File: src/design/cifg_pkg.sv
// Shared constants and carrier types for the interrupt flag gating block.
// Summary of operation
// - Gate flag low refuses all maskable requests.
// - Acknowledging any interrupt clears the gate flag.
// - Stack choice 0 handler, 1 task pointer.
// - Hardware interrupt or trap 0-31 clears stack choice.
// - Priority level field is three bits, 0-7.
// - Request priority must strictly exceed current level; the code checks this for maskable requests only.
// - Reserved bit written 0, read value undefined.
package cifg_pkg;

  // Register byte offsets within the slave window.
  localparam logic [7:0] FLAGS_OFS = 8'h00;
  localparam logic [7:0] STATUS_OFS = 8'h04;

  // Field positions in the flag register.
  localparam int GATE_BIT = 0;
  localparam int STACK_BIT = 1;
  localparam int RSVD_BIT = 2;
  localparam int LEVEL_LSB = 4;
  localparam int LEVEL_W = 3;

  // Field positions in the status register.
  localparam int ST_LEVEL_LSB = 0;
  localparam int ST_MASKABLE_BIT = 3;
  localparam int ST_ELIGIBLE_BIT = 8;

  // Reset values of the flag fields.
  localparam logic GATE_RST = 1'b0;
  localparam logic STACK_RST = 1'b0;
  localparam logic [2:0] LEVEL_RST = 3'h0;

  // Highest trap number that also switches to the handler stack.
  localparam logic [5:0] TRAP_CLEAR_MAX = 6'h1f;

  // AXI response codes.
  localparam logic [1:0] RESP_OKAY = 2'h0;
  localparam logic [1:0] RESP_SLVERR = 2'h2;

  // Decoded register selection.
  typedef enum logic [1:0] {
    CIFG_SEL_NONE = 2'b00,
    CIFG_SEL_FLAGS = 2'b01,
    CIFG_SEL_STATUS = 2'b10
  } cifg_sel_t;

  // An interrupt request offered by the request logic.
  typedef struct packed {
    logic valid;
    logic maskable;
    logic [2:0] level;
  } cifg_irq_t;

  // A software trap being executed by the sequencer.
  typedef struct packed {
    logic exec;
    logic [5:0] num;
  } cifg_trap_t;

endpackage

File: src/design/cifg_gate.sv
// Interrupt flag gating unit with an AXI4-Lite register slave.
module cifg_gate #(
  parameter int ADDR_W = 8
) (
  input wire logic aclk,
  input wire logic aresetn,
  input wire logic ce,
  // Request and trap events from logic on the same clock.
  input wire cifg_pkg::cifg_irq_t irq_in,
  input wire cifg_pkg::cifg_trap_t trap_in,
  // Outputs toward the sequencer.
  output logic irq_accept,
  output logic [2:0] accept_level,
  output logic gate_flag,
  output logic stack_sel,
  output logic [2:0] cpu_priority_level,
  // AXI4-Lite slave.
  input wire logic [ADDR_W-1:0] s_axi_awaddr,
  input wire logic s_axi_awvalid,
  output logic s_axi_awready,
  input wire logic [31:0] s_axi_wdata,
  input wire logic [3:0] s_axi_wstrb,
  input wire logic s_axi_wvalid,
  output logic s_axi_wready,
  output logic [1:0] s_axi_bresp,
  output logic s_axi_bvalid,
  input wire logic s_axi_bready,
  input wire logic [ADDR_W-1:0] s_axi_araddr,
  input wire logic s_axi_arvalid,
  output logic s_axi_arready,
  output logic [31:0] s_axi_rdata,
  output logic [1:0] s_axi_rresp,
  output logic s_axi_rvalid,
  input wire logic s_axi_rready
);
  import cifg_pkg::*;

  // Map a byte address onto a register; only whole aligned words match.
  function automatic cifg_sel_t reg_sel(input logic [ADDR_W-1:0] a);
    cifg_sel_t s;
    s = CIFG_SEL_NONE;
    if (a == ADDR_W'(FLAGS_OFS)) begin
      s = CIFG_SEL_FLAGS;
    end else if (a == ADDR_W'(STATUS_OFS)) begin
      s = CIFG_SEL_STATUS;
    end
    return s;
  endfunction

  // Flag state held by the core.
  logic gate_reg;
  logic stack_reg;
  logic [2:0] level_reg;
  // Acceptance pulse and what was accepted.
  logic accept_reg;
  logic [2:0] acc_level_reg;
  logic acc_maskable_reg;

  // Write channel holding registers.
  logic awready_reg;
  logic wready_reg;
  logic aw_hold_reg;
  logic w_hold_reg;
  logic [ADDR_W-1:0] awaddr_reg;
  logic [31:0] wdata_reg;
  logic [3:0] wstrb_reg;
  logic bvalid_reg;
  logic [1:0] bresp_reg;
  // Read channel registers.
  logic arready_reg;
  logic rvalid_reg;
  logic [31:0] rdata_reg;
  logic [1:0] rresp_reg;

  // Priority compare and gate, kept as named wires for visibility.
  wire prio_ok = irq_in.level > level_reg;
  wire mask_ok = gate_reg & prio_ok;
  // A request is not taken on two cycles running; the pulse gap lets flags settle.
  wire eligible = irq_in.valid & ~accept_reg &
                  (irq_in.maskable ? mask_ok : 1'b1);
  wire accept_fire = ce & eligible;
  wire trap_fire = ce & trap_in.exec;
  wire trap_low = trap_fire & (trap_in.num <= TRAP_CLEAR_MAX);

  // Bus handshakes.
  wire aw_take = ce & s_axi_awvalid & awready_reg;
  wire w_take = ce & s_axi_wvalid & wready_reg;
  wire wr_do = ce & aw_hold_reg & w_hold_reg & ~bvalid_reg;
  wire b_done = ce & bvalid_reg & s_axi_bready;
  wire ar_take = ce & s_axi_arvalid & arready_reg;
  wire r_done = ce & rvalid_reg & s_axi_rready;
  wire cifg_sel_t wr_sel = reg_sel(awaddr_reg);
  wire cifg_sel_t rd_sel = reg_sel(s_axi_araddr);
  // Only byte lane 0 carries flag bits, so only it enables the write.
  wire flag_wr = wr_do & (wr_sel == CIFG_SEL_FLAGS) & wstrb_reg[0];

  // Next flag values. An acknowledge in the same cycle as a software
  // write wins, so an accepted interrupt is never left unmasked.
  wire gate_next = (accept_fire | trap_fire) ? 1'b0 :
                   flag_wr ? wdata_reg[GATE_BIT] : gate_reg;
  wire stack_next = (accept_fire | trap_low) ? 1'b0 :
                    flag_wr ? wdata_reg[STACK_BIT] : stack_reg;
  wire [2:0] level_next = flag_wr ?
                          wdata_reg[LEVEL_LSB +: LEVEL_W] : level_reg;

  // Read data; the reserved bit is returned as zero.
  wire [31:0] flags_word = {25'h0, level_reg, 1'b0, 1'b0,
                            stack_reg, gate_reg};
  wire [31:0] status_word = {23'h0, eligible, 4'h0, acc_maskable_reg,
                             acc_level_reg};
  wire [31:0] rd_word = (rd_sel == CIFG_SEL_FLAGS) ? flags_word :
                        (rd_sel == CIFG_SEL_STATUS) ? status_word :
                        32'h0;

  // Flag registers; all state freezes while ce is low.
  always_ff @(posedge aclk) begin
    if (!aresetn) begin
      gate_reg <= GATE_RST;
      stack_reg <= STACK_RST;
      level_reg <= LEVEL_RST;
    end else if (ce) begin
      gate_reg <= gate_next;
      stack_reg <= stack_next;
      level_reg <= level_next;
    end
  end

  // Acceptance pulse toward the sequencer, one cycle per accepted request.
  always_ff @(posedge aclk) begin
    if (!aresetn) begin
      accept_reg <= 1'b0;
      acc_level_reg <= 3'h0;
      acc_maskable_reg <= 1'b0;
    end else if (ce) begin
      accept_reg <= eligible;
      if (eligible) begin
        acc_level_reg <= irq_in.level;
        acc_maskable_reg <= irq_in.maskable;
      end
    end
  end

  // Write address and data are taken independently, in either order.
  always_ff @(posedge aclk) begin
    if (!aresetn) begin
      awready_reg <= 1'b1;
      wready_reg <= 1'b1;
      aw_hold_reg <= 1'b0;
      w_hold_reg <= 1'b0;
      awaddr_reg <= '0;
      wdata_reg <= 32'h0;
      wstrb_reg <= 4'h0;
    end else if (ce) begin
      if (aw_take) begin
        awready_reg <= 1'b0;
        aw_hold_reg <= 1'b1;
        awaddr_reg <= s_axi_awaddr;
      end else if (wr_do) begin
        aw_hold_reg <= 1'b0;
      end else if (b_done) begin
        awready_reg <= 1'b1;
      end
      if (w_take) begin
        wready_reg <= 1'b0;
        w_hold_reg <= 1'b1;
        wdata_reg <= s_axi_wdata;
        wstrb_reg <= s_axi_wstrb;
      end else if (wr_do) begin
        w_hold_reg <= 1'b0;
      end else if (b_done) begin
        wready_reg <= 1'b1;
      end
    end
  end

  // Write response; unmapped addresses answer SLVERR and change nothing.
  always_ff @(posedge aclk) begin
    if (!aresetn) begin
      bvalid_reg <= 1'b0;
      bresp_reg <= RESP_OKAY;
    end else if (ce) begin
      if (wr_do) begin
        bvalid_reg <= 1'b1;
        bresp_reg <= (wr_sel == CIFG_SEL_NONE) ? RESP_SLVERR : RESP_OKAY;
      end else if (b_done) begin
        bvalid_reg <= 1'b0;
      end
    end
  end

  // Read channel: data one cycle after the address is taken.
  always_ff @(posedge aclk) begin
    if (!aresetn) begin
      arready_reg <= 1'b1;
      rvalid_reg <= 1'b0;
      rdata_reg <= 32'h0;
      rresp_reg <= RESP_OKAY;
    end else if (ce) begin
      if (ar_take) begin
        arready_reg <= 1'b0;
        rvalid_reg <= 1'b1;
        rdata_reg <= rd_word;
        rresp_reg <= (rd_sel == CIFG_SEL_NONE) ? RESP_SLVERR : RESP_OKAY;
      end else if (r_done) begin
        rvalid_reg <= 1'b0;
        arready_reg <= 1'b1;
      end
    end
  end

  // Every output comes straight from a flip-flop.
  assign irq_accept = accept_reg;
  assign accept_level = acc_level_reg;
  assign gate_flag = gate_reg;
  assign stack_sel = stack_reg;
  assign cpu_priority_level = level_reg;
  assign s_axi_awready = awready_reg;
  assign s_axi_wready = wready_reg;
  assign s_axi_bvalid = bvalid_reg;
  assign s_axi_bresp = bresp_reg;
  assign s_axi_arready = arready_reg;
  assign s_axi_rvalid = rvalid_reg;
  assign s_axi_rdata = rdata_reg;
  assign s_axi_rresp = rresp_reg;
endmodule

File: config.mk
export PLATFORM = sky130hd
export DESIGN_NAME = cifg_gate
export DESIGN_NICKNAME = d
export VERILOG_FILES = /design/src/design/cifg_pkg.sv /design/src/design/cifg_gate.sv
export SDC_FILE = /design/constraint.sdc
export NUM_CORES = 1
export LEC_CHECK = 0
export ABC_AREA = 1
export BUFFER_PORTS_ARGS = -buffer_cell sky130_fd_sc_hd__buf_2
export CORE_AREA = 2 2 76 78
export DETAILED_ROUTE_END_ITERATION = 10
export DIE_AREA = 0 0 78 80
export GPL_ROUTABILITY_DRIVEN = 0
export PLACE_DENSITY = 0.74
export SYNTH_ARGS = -nofsm -noshare
export SYNTH_HDL_FRONTEND = slang
export SYNTH_SLANG_ARGS = --single-unit
export TNS_END_PERCENT = 100
File: constraint.sdc
create_clock -name aclk -period 1.4 [get_ports aclk]
set_clock_uncertainty 0.2 [all_clocks]
set_input_delay 0.07 -clock aclk [delete_from_list [all_inputs] [get_ports aclk]]
set_output_delay 0.07 -clock aclk [all_outputs]
set_load 0.01 [all_outputs]
==> results of run 1 <==
==> final timing paths <==
path,startpoint,to,slack [ps],depth (start not counted)
hold reg to reg,wdata_reg[4]$_SDFFE_PN0P_,wdata_reg[4]$_SDFFE_PN0P_,240,2
hold / removal,aresetn,s_axi_arready$_SDFFE_PN1P_,-110,2
setup / recovery,cpu_priority_level[2]$_SDFFE_PN0P_,accept_level[0]$_SDFFE_PN0P_,-150,10
setup reg to reg,cpu_priority_level[2]$_SDFFE_PN0P_,accept_level[0]$_SDFFE_PN0P_,-150,10
==> per-layer routing <==
metal | up-vias | track usage, % | share of wire, %
met5 | - | 0 | 0
met4 | 0 | 3.33 | 0.73
met3 | 6 | 5.09 | 7.2
met2 | 76 | 29.4 | 49
met1 | 827 | 18.6 | 43
li1 | 1000 | - | -
==> power by group <==
part	switching, mW	total [mW]	internal, mW	leakage [nW]
Clock	0.449	1.17	0.718	0.0687
Combinational	0.232	0.415	0.183	0.965
Sequential	0.0332	1.26	1.23	0.337
Total	0.714	2.84	2.13	1.37
==> metrics by stage <==
step / hold slack [ps] / cells / power, mW
after floorplan: 11.7 / 297 / 1.56
after global placement: 146 / 405 / 1.62
after detailed placement: 156 / 405 / 1.63
after CTS: -121 / 438 / 2.84
after global routing: -117 / 439 / 2.98
final: -113 / 439 / 2.84
==> area by class of cell <==
type | count | area share, %
multi-input combinational | 177 | 34.0
tap | 72 | 3.21
sequential | 41 | 29.4
clock inverter | 3 | 2.45
timing repair buffer | 95 | 22.3
inverter | 46 | 6.20
clock buffer | 5 | 2.45
==> Yosys cell counts (2+ instances only) <==
| cell type | instances |
|---|---|
| dfxtp_1 | 41 |
| nand3_4 | 2 |
| o21a_1 | 2 |
| buf_4 | 27 |
| nand4_1 | 6 |
| buf_6 | 3 |
| nand3_1 | 14 |
| nor2_1 | 14 |
| inv_1 | 44 |
| clkbuf_1 | 2 |
| a21oi_1 | 30 |
| nor3_1 | 2 |
| nand2_1 | 43 |
| o21ai_1 | 2 |
| o21ai_0 | 24 |
| ha_1 | 3 |
==> kinds of logic (layout without fill, tap and decap cells) <==
| logic type | after synthesis | after routing | share of synthesized area [%] |
|---|---|---|---|
| AOI/OAI and AO/OA | 59 | 59 | 14.8 |
| adders and majority gates | 3 | 3 | 1.84 |
| buffers and inverters | 79 | 149 | 20.8 |
| DFF | 41 | 41 | 40.3 |
| other | 1 | 26 | 0.184 |
| and+or+nand+nor | 89 | 89 | 22.1 |
==> worst register-to-register path, cell delays in order (launching register included) <==
cell,delay [ps]
dfxtp_2,340
inv_2,50
ha_4,290
nand3_2,60
nand2_1,60
nand2_1,60
nand2_2,120
nand3_4,120
nand2_1,90
inv_1,40
nor2_1,70
==> repair_timing <==
item,CTS,global route
setup buffers,1,1
gates resized for setup,3,11
endpoints found under the setup margin,8,16
gates cloned,0,0
pin swaps,12,7
hold endpoints to repair,36,9
==> impl_metrics.json, run 1 <==
{
  "via_count": 1909,
  "grtUsageTotal_pct": 16.1,
  "ys_types": 29,
  "netlist_area_mm2": 0.00204,
  "drtIter0Drc": 63,
  "dp_hpwl_um": 3160,
  "core-area_mm2": 0.00541,
  "worst_hold_slack_ps": -113,
  "leakage_nw": 1.37,
  "setup_slack_ps": -146,
  "rows": 27,
  "ff_latch_area_um2": 825,
  "portBuffers": 60,
  "netlist_instances": 272,
  "yosys_warnings": 0,
  "chipHeight_um": 80,
  "fin_area_mm2": 0.00281,
  "cts_tree": "done",
  "synth_edf_count": 0,
  "cp_cell_sequence": "inv_2 > ha_4 > nand3_2 > nand2_1 > nand2_1 > nand2_2 > nand3_4 > nand2_1 > inv_1 > nor2_1",
  "cp_data_arrival_time_ps": 1590,
  "crit_buf_inv": 2,
  "peakVddDrop_mv": 0.648,
  "dpl_cell_area_mm2": 0.00238,
  "antenna_found_initial": 0,
  "multi_input_area_um2": 955,
  "clockBufferDepth": 2,
  "ys.flop_type": "dfxtp_1",
  "clk_latency_ps": 300,
  "ctsHtreeMaxLevel": 2,
  "rsz0062_at_grt": "true",
  "die_area_mm2": 0.00624,
  "crit_required_ps": 1440,
  "synth_top_area_share_pct": 40.3,
  "status": "complete, but fails checks",
  "cp_common_cell": "nand2_1",
  "min_period_ps": 1550,
  "drt_first_pass_iters": 4,
  "critPathKind": "reg -> reg",
  "utilization_pct": 51.9,
  "drc": 0,
  "cts_buffers": 5,
  "fillers": 523,
  "n_antenna_cell": 0,
  "final_cell_mix": "buf_2 (60), inv_1 (40), nand2_1 (40), dfxtp_1 (38), a21oi_1 (29)",
  "critical-path-top-delay-family": "simple AND/OR/NAND/NOR gates",
  "initial_core_util_pct": 37.7,
  "wl_per_cell_um": 10.7,
  "cts_root_buf": "clkbuf_8",
  "nets": 441,
  "ys_ff_latch": 41,
  "slowest_stage": "dfxtp_2",
  "slowest_delay_ps": 340,
  "end_kind": "flip-flop",
  "drt_wl_total_um": 4680,
  "drive_gt1_share_pct": 29.7,
  "avgSynthCellArea_um2": 7.48,
  "mostFrequentLayoutCell": "buf_2",
  "grt_max_degree": 23,
  "synthArstFlopShare_pct": 0,
  "min_period_over_period_pct": 110,
  "p_per_area_mw_per_mm2": 1010,
  "violations": "hold timing, setup timing",
  "yosys.area.top_type": "dfxtp_1",
  "die_x_um": 78,
  "synth_area_leaders": "dfxtp_1 (40%), buf_4 (10%), inv_1 (8.1%)",
  "fmax_mhz": 647,
  "postRouteAntennaNets": 0,
  "grt_pass1_wl_um": 8040,
  "ys_seq_area_share_pct": 40.3,
  "area_delta_synth_final_pct": 37.9,
  "setup_violations": 8,
  "tns_ps": -900,
  "pre_cts_slack_ps": -149,
  "clk_pin_slew_ps": 80,
  "start_kind": "flip-flop",
  "postCtsHoldBufs": 24,
  "cts_sinks": 41,
  "path_max_fanout": 7,
  "maxCapViolCount": 0,
  "drv_slew": 0,
  "viasPerCell": 4.35,
  "grt_pass1_vias": 1838,
  "globalRoute.totalOverflow": 0,
  "final_hold_viol_count": 9,
  "io_pins": 122,
  "min_path_type": "in -> reg"
}
No activity file was read; power rests on OpenSTA's default activity.
==> run 2, diff against run 1 <==
--- a/config.mk
+++ b/config.mk
@@ -6,12 +6,11 @@
 export NUM_CORES = 1
 export LEC_CHECK = 0
 export ABC_AREA = 1
-export BUFFER_PORTS_ARGS = -buffer_cell sky130_fd_sc_hd__buf_2
-export CORE_AREA = 2 2 76 78
+export CORE_AREA = 2 2 71 73
 export DETAILED_ROUTE_END_ITERATION = 10
-export DIE_AREA = 0 0 78 80
+export DIE_AREA = 0 0 73 75
+export DONT_BUFFER_PORTS = 1
 export GPL_ROUTABILITY_DRIVEN = 0
-export PLACE_DENSITY = 0.74
 export SYNTH_ARGS = -nofsm -noshare
 export SYNTH_HDL_FRONTEND = slang
 export SYNTH_SLANG_ARGS = --single-unit
==> impl_metrics.json, run 2 (synthesis results as in run 1) <==
{
  "status": "complete, but fails checks",
  "violations": "hold timing, setup timing",
  "grt_pass1_wl_um": 6460,
  "tns_ps": -1110,
  "r2r_start": "cpu_priority_level[2]$_SDFFE_PN0P_",
  "rows": 25,
  "min_period_over_period_pct": 112,
  "pre_cts_slack_ps": -159,
  "whs_path_depth": 1,
  "p_per_area_mw_per_mm2": 1040,
  "drtIter0Drc": 25,
  "crit_required_ps": 1390,
  "via_count": 1596,
  "antenna_found_initial": 0,
  "setup_slack_ps": -167,
  "hold-path-endpoint": "s_axi_arready$_SDFFE_PN1P_",
  "initial_core_util_pct": 43.7,
  "area_delta_synth_final_pct": 8.36,
  "globalRoute.totalOverflow": 0,
  "drt_wl_total_um": 4050,
  "die_area_mm2": 0.00548,
  "dp_hpwl_um": 3050,
  "io_pins": 122,
  "die_x_um": 73,
  "r2r_slack_ps": -170,
  "final_cell_mix": "inv_1 (40), nand2_1 (40), dfxtp_1 (38), a21oi_1 (28), conb_1 (26)",
  "grtUsageTotal_pct": 15.3,
  "setup_violations": 8,
  "chipHeight_um": 75,
  "fin_area_mm2": 0.00221,
  "drt_first_pass_iters": 4,
  "min_period_ps": 1570,
  "maxCapViolCount": 0,
  "clk_pin_slew_ps": 80,
  "critPathKind": "reg -> reg",
  "n_antenna_cell": 0,
  "grt_pass1_vias": 1506,
  "cp_data_arrival_time_ps": 1560,
  "min_path_type": "in -> reg",
  "dpl_cell_area_mm2": 0.00206,
  "utilization_pct": 47.3,
  "final_hold_viol_count": 41,
  "slowest_stage": "dfxtp_2",
  "path_max_fanout": 7,
  "r2r-end": "accept_level[1]$_SDFFE_PN0P_",
  "fmax_mhz": 638,
  "worstHoldStart": "aresetn",
  "drc": 0,
  "cts_root_buf": "clkbuf_8",
  "postCtsHoldBufs": 2,
  "cts_sinks": 41,
  "ctsHtreeMaxLevel": 2,
  "leakage_nw": 0.979,
  "drv_slew": 0,
  "fillers": 486,
  "cts_buffers": 5,
  "drive_gt1_share_pct": 16.5,
  "portBuffers": 0,
  "core-area_mm2": 0.00466,
  "rsz0062_at_grt": "true",
  "wl_per_cell_um": 12.0,
  "end_kind": "flip-flop",
  "cts_tree": "done",
  "clockBufferDepth": 2,
  "worst_hold_slack_ps": -346,
  "slowest_delay_ps": 340,
  "nets": 359,
  "peakVddDrop_mv": 0.567,
  "r2r_cells": 10,
  "viasPerCell": 4.72,
  "cp_cell_sequence": "inv_2 > ha_4 > a21oi_2 > nand2_1 > nand2_1 > nand2_2 > nand3_4 > nand2_2 > inv_2 > nor2_2",
  "postRouteAntennaNets": 0,
  "grt_max_degree": 35,
  "start_kind": "flip-flop",
  "clk_latency_ps": 290
}
## run 2: cell types whose count changed in the layout (fill, tap and decap cells not counted), sizes merged
cell,delta
inv,-1
bufinv,-2
buf,-60
dlygate4sd3,-21
dlymetal6s4s,-1
clkbuf,+2
## run 2: worst max path at each step
stage / startpoint / end / slack, ps
finish: cpu_priority_level[2]$_SDFFE_PN0P_ / accept_level[1]$_SDFFE_PN0P_ / -170
floorplan: cpu_priority_level[2]$_SDFFE_PN0P_ / accept_level[0]$_SDFFE_PN0P_ / -90
CTS: cpu_priority_level[2]$_SDFFE_PN0P_ / accept_level[0]$_SDFFE_PN0P_ / -140
global placement: cpu_priority_level[2]$_SDFFE_PN0P_ / accept_level[0]$_SDFFE_PN0P_ / -100
global route: cpu_priority_level[2]$_SDFFE_PN0P_ / accept_level[1]$_SDFFE_PN0P_ / -280
detailed placement: cpu_priority_level[2]$_SDFFE_PN0P_ / accept_level[0]$_SDFFE_PN0P_ / -160
## run 2: routing by layer
metal	wire length, µm	global-route usage, %	part of all wire, %
met2	1910	26.8	47
met4	53	5.56	1.3
met5	0	0	0
met3	390	6.43	9.6
met1	1690	16.5	42
## run 2: critical path, delay by kind of cell (launching register included)
family                   cells  cell delay (ps)
AO/OA/AOI/OAI                1              150
adder cells (fa/ha/maj)      1              230
buffers and inverters        2              100
flip-flops                   1              340
AND/OR/NAND/NOR              6              460
## run 2: metrics by stage
step / hold WS [ps] / power [mW] / std cells
detailed placement: -51.1 / 1.53 / 328
global placement: -54.2 / 1.53 / 328
finish: -346 / 2.30 / 338
floorplan: 11.7 / 1.56 / 297
CTS: -357 / 2.32 / 338
global route: -358 / 2.43 / 338
## run 2: cell type report
class / instances / area (µm²) / share of cell area (%)
Clock buffer: 7 / 86.3 / 3.91
Inverter: 46 / 174 / 7.88
Multi-Input combinational cell: 177 / 951 / 43.1
Sequential cell: 41 / 825 / 37.4
Tap cell: 54 / 67.6 / 3.06
Timing Repair Buffer: 13 / 103 / 4.65
## run 2: where the power goes
part           total [mW]  internal [mW]  switching, mW
sequential           1.27           1.23         0.0454
combinational       0.250         0.0913          0.159
clock               0.780          0.391          0.388
## run 2: what timing repair did
item,4_1_cts,5_1_grt
resized for setup,4,9
endpoints found under the setup margin,8,11
pin swaps,11,12
endpoints found under the hold margin,41,41
setup buffers,1,0
cloned,0,0
==> run 3, diff against run 2 <==
--- a/config.mk
+++ b/config.mk
@@ -6,11 +6,13 @@
 export NUM_CORES = 1
 export LEC_CHECK = 0
 export ABC_AREA = 1
+export ABC_CLOCK_PERIOD_IN_PS = 1400
 export CORE_AREA = 2 2 71 73
 export DETAILED_ROUTE_END_ITERATION = 10
 export DIE_AREA = 0 0 73 75
 export DONT_BUFFER_PORTS = 1
 export GPL_ROUTABILITY_DRIVEN = 0
+export SETUP_SLACK_MARGIN = 0.05
 export SYNTH_ARGS = -nofsm -noshare
 export SYNTH_HDL_FRONTEND = slang
 export SYNTH_SLANG_ARGS = --single-unit
==> impl_metrics.json, run 3 (synthesis results as in run 1) <==
{
  "peakVddDrop_mv": 0.573,
  "clk_pin_slew_ps": 80,
  "chipHeight_um": 75,
  "pre_cts_slack_ps": -159,
  "final_hold_viol_count": 41,
  "leakage_nw": 0.982,
  "clk_latency_ps": 290,
  "violations": "hold timing, setup timing",
  "drc": 0,
  "antenna_found_initial": 0,
  "maxCapViolCount": 0,
  "grtUsageTotal_pct": 15.3,
  "grt_pass1_wl_um": 6460,
  "cts_tree": "done",
  "crit_required_ps": 1390,
  "r2r_slack_ps": -170,
  "postCtsHoldBufs": 2,
  "core-area_mm2": 0.00466,
  "start_kind": "flip-flop",
  "status": "complete, but fails checks",
  "drive_gt1_share_pct": 18.0,
  "via_count": 1592,
  "globalRoute.totalOverflow": 0,
  "grt_pass1_vias": 1506,
  "ctsHtreeMaxLevel": 2,
  "postRouteAntennaNets": 0,
  "end_kind": "flip-flop",
  "worstHoldStart": "aresetn",
  "fmax_mhz": 636,
  "finalPower_mw": 2.31,
  "path_max_fanout": 7,
  "r2r_cells": 10,
  "cp_data_arrival_time_ps": 1560,
  "grt_max_degree": 35,
  "drt_wl_total_um": 4060,
  "cts_root_buf": "clkbuf_8",
  "rows": 25,
  "worst_hold_slack_ps": -350,
  "dp_hpwl_um": 3050,
  "dp_cells": 328,
  "setup_violations": 8,
  "min_period_over_period_pct": 112,
  "min_period_ps": 1570,
  "area_delta_synth_final_pct": 8.97,
  "io_pins": 122,
  "rsz0062_at_grt": "true",
  "final_cell_mix": "inv_1 (40), nand2_1 (40), dfxtp_1 (37), a21oi_1 (27), conb_1 (26)",
  "drtIter0Drc": 55,
  "cts_buffers": 5,
  "nets": 359,
  "crit_path_start": "cpu_priority_level[2]$_SDFFE_PN0P_",
  "p_per_area_mw_per_mm2": 1040,
  "viasPerCell": 4.71,
  "fin_cells": 338,
  "cts_sinks": 41,
  "setup_slack_ps": -172,
  "min_path_type": "in -> reg",
  "initial_core_util_pct": 43.7,
  "die_x_um": 73,
  "drv_slew": 0,
  "wl_per_cell_um": 12.0,
  "drt_first_pass_iters": 4,
  "die_area_mm2": 0.00548,
  "portBuffers": 0,
  "critPathKind": "reg -> reg",
  "n_antenna_cell": 0,
  "whs_path_depth": 1,
  "r2r_start": "cpu_priority_level[2]$_SDFFE_PN0P_",
  "clockBufferDepth": 2
}
[run 3: cell counts in the layout (fill, tap and decap cells not counted)]
Identical to the previous run, type by type.
[run 3: final timing paths]
kind,to
setup / recovery,accept_level[1]$_SDFFE_PN0P_
hold / removal,s_axi_arready$_SDFFE_PN1P_
setup reg to reg,accept_level[1]$_SDFFE_PN0P_
hold reg to reg,wdata_reg[4]$_SDFFE_PN0P_
[run 3: layer usage]
| metal | GRT usage (%) | wire (µm) | up-vias |
|---|---|---|---|
| met5 | 0 | 0 | - |
| met4 | 5.56 | 53 | 0 |
| met3 | 6.43 | 395 | 7 |
| met2 | 26.8 | 1900 | 60 |
| met1 | 16.5 | 1720 | 689 |
| li1 | - | - | 836 |
[run 3: through the flow]
step	hold slack, ps	setup TNS, ps	instance area, µm²	util [%]
after global routing	-359	-1990	2220	47.6
after detailed placement	-51.1	-921	2060	44.2
after floorplan	11.7	-530	2170	-
after CTS	-357	-873	2190	47.1
after global placement	-54.2	-588	2060	44.2
final	-350	-1140	2220	47.6
[run 3: cell type report]
cell class / count / area, µm²
well taps: 54 / 67.6
flip-flops and latches: 41 / 826
multi-input cells: 177 / 962
clock buffers: 7 / 86.3
fillers: 484 / 2440
inverters: 46 / 174
repair buffers: 13 / 103
[run 3: timing repair]
action,CTS,global route
gates resized for setup,5,14
pin swaps,11,17
setup buffers,1,0
endpoints found under the hold margin,41,41
endpoints found under the setup margin,10,12
[run 3: worst max-delay path, cell delays in order (launching register included)]
cell     delay, ps
dfxtp_2        340
inv_2           50
ha_4           230
a21oi_2        150
nand2_1         60
nand2_1         70
nand2_2        100
nand3_4        130
nand2_2         70
inv_2           50
nor2_2          20
[run 3: power by group]
part           leakage [nW]  internal [mW]  switching [mW]
Sequential            0.338           1.23          0.0460
Combinational         0.600         0.0921           0.159
Clock                0.0443          0.391           0.390
Total                 0.982           1.71           0.595
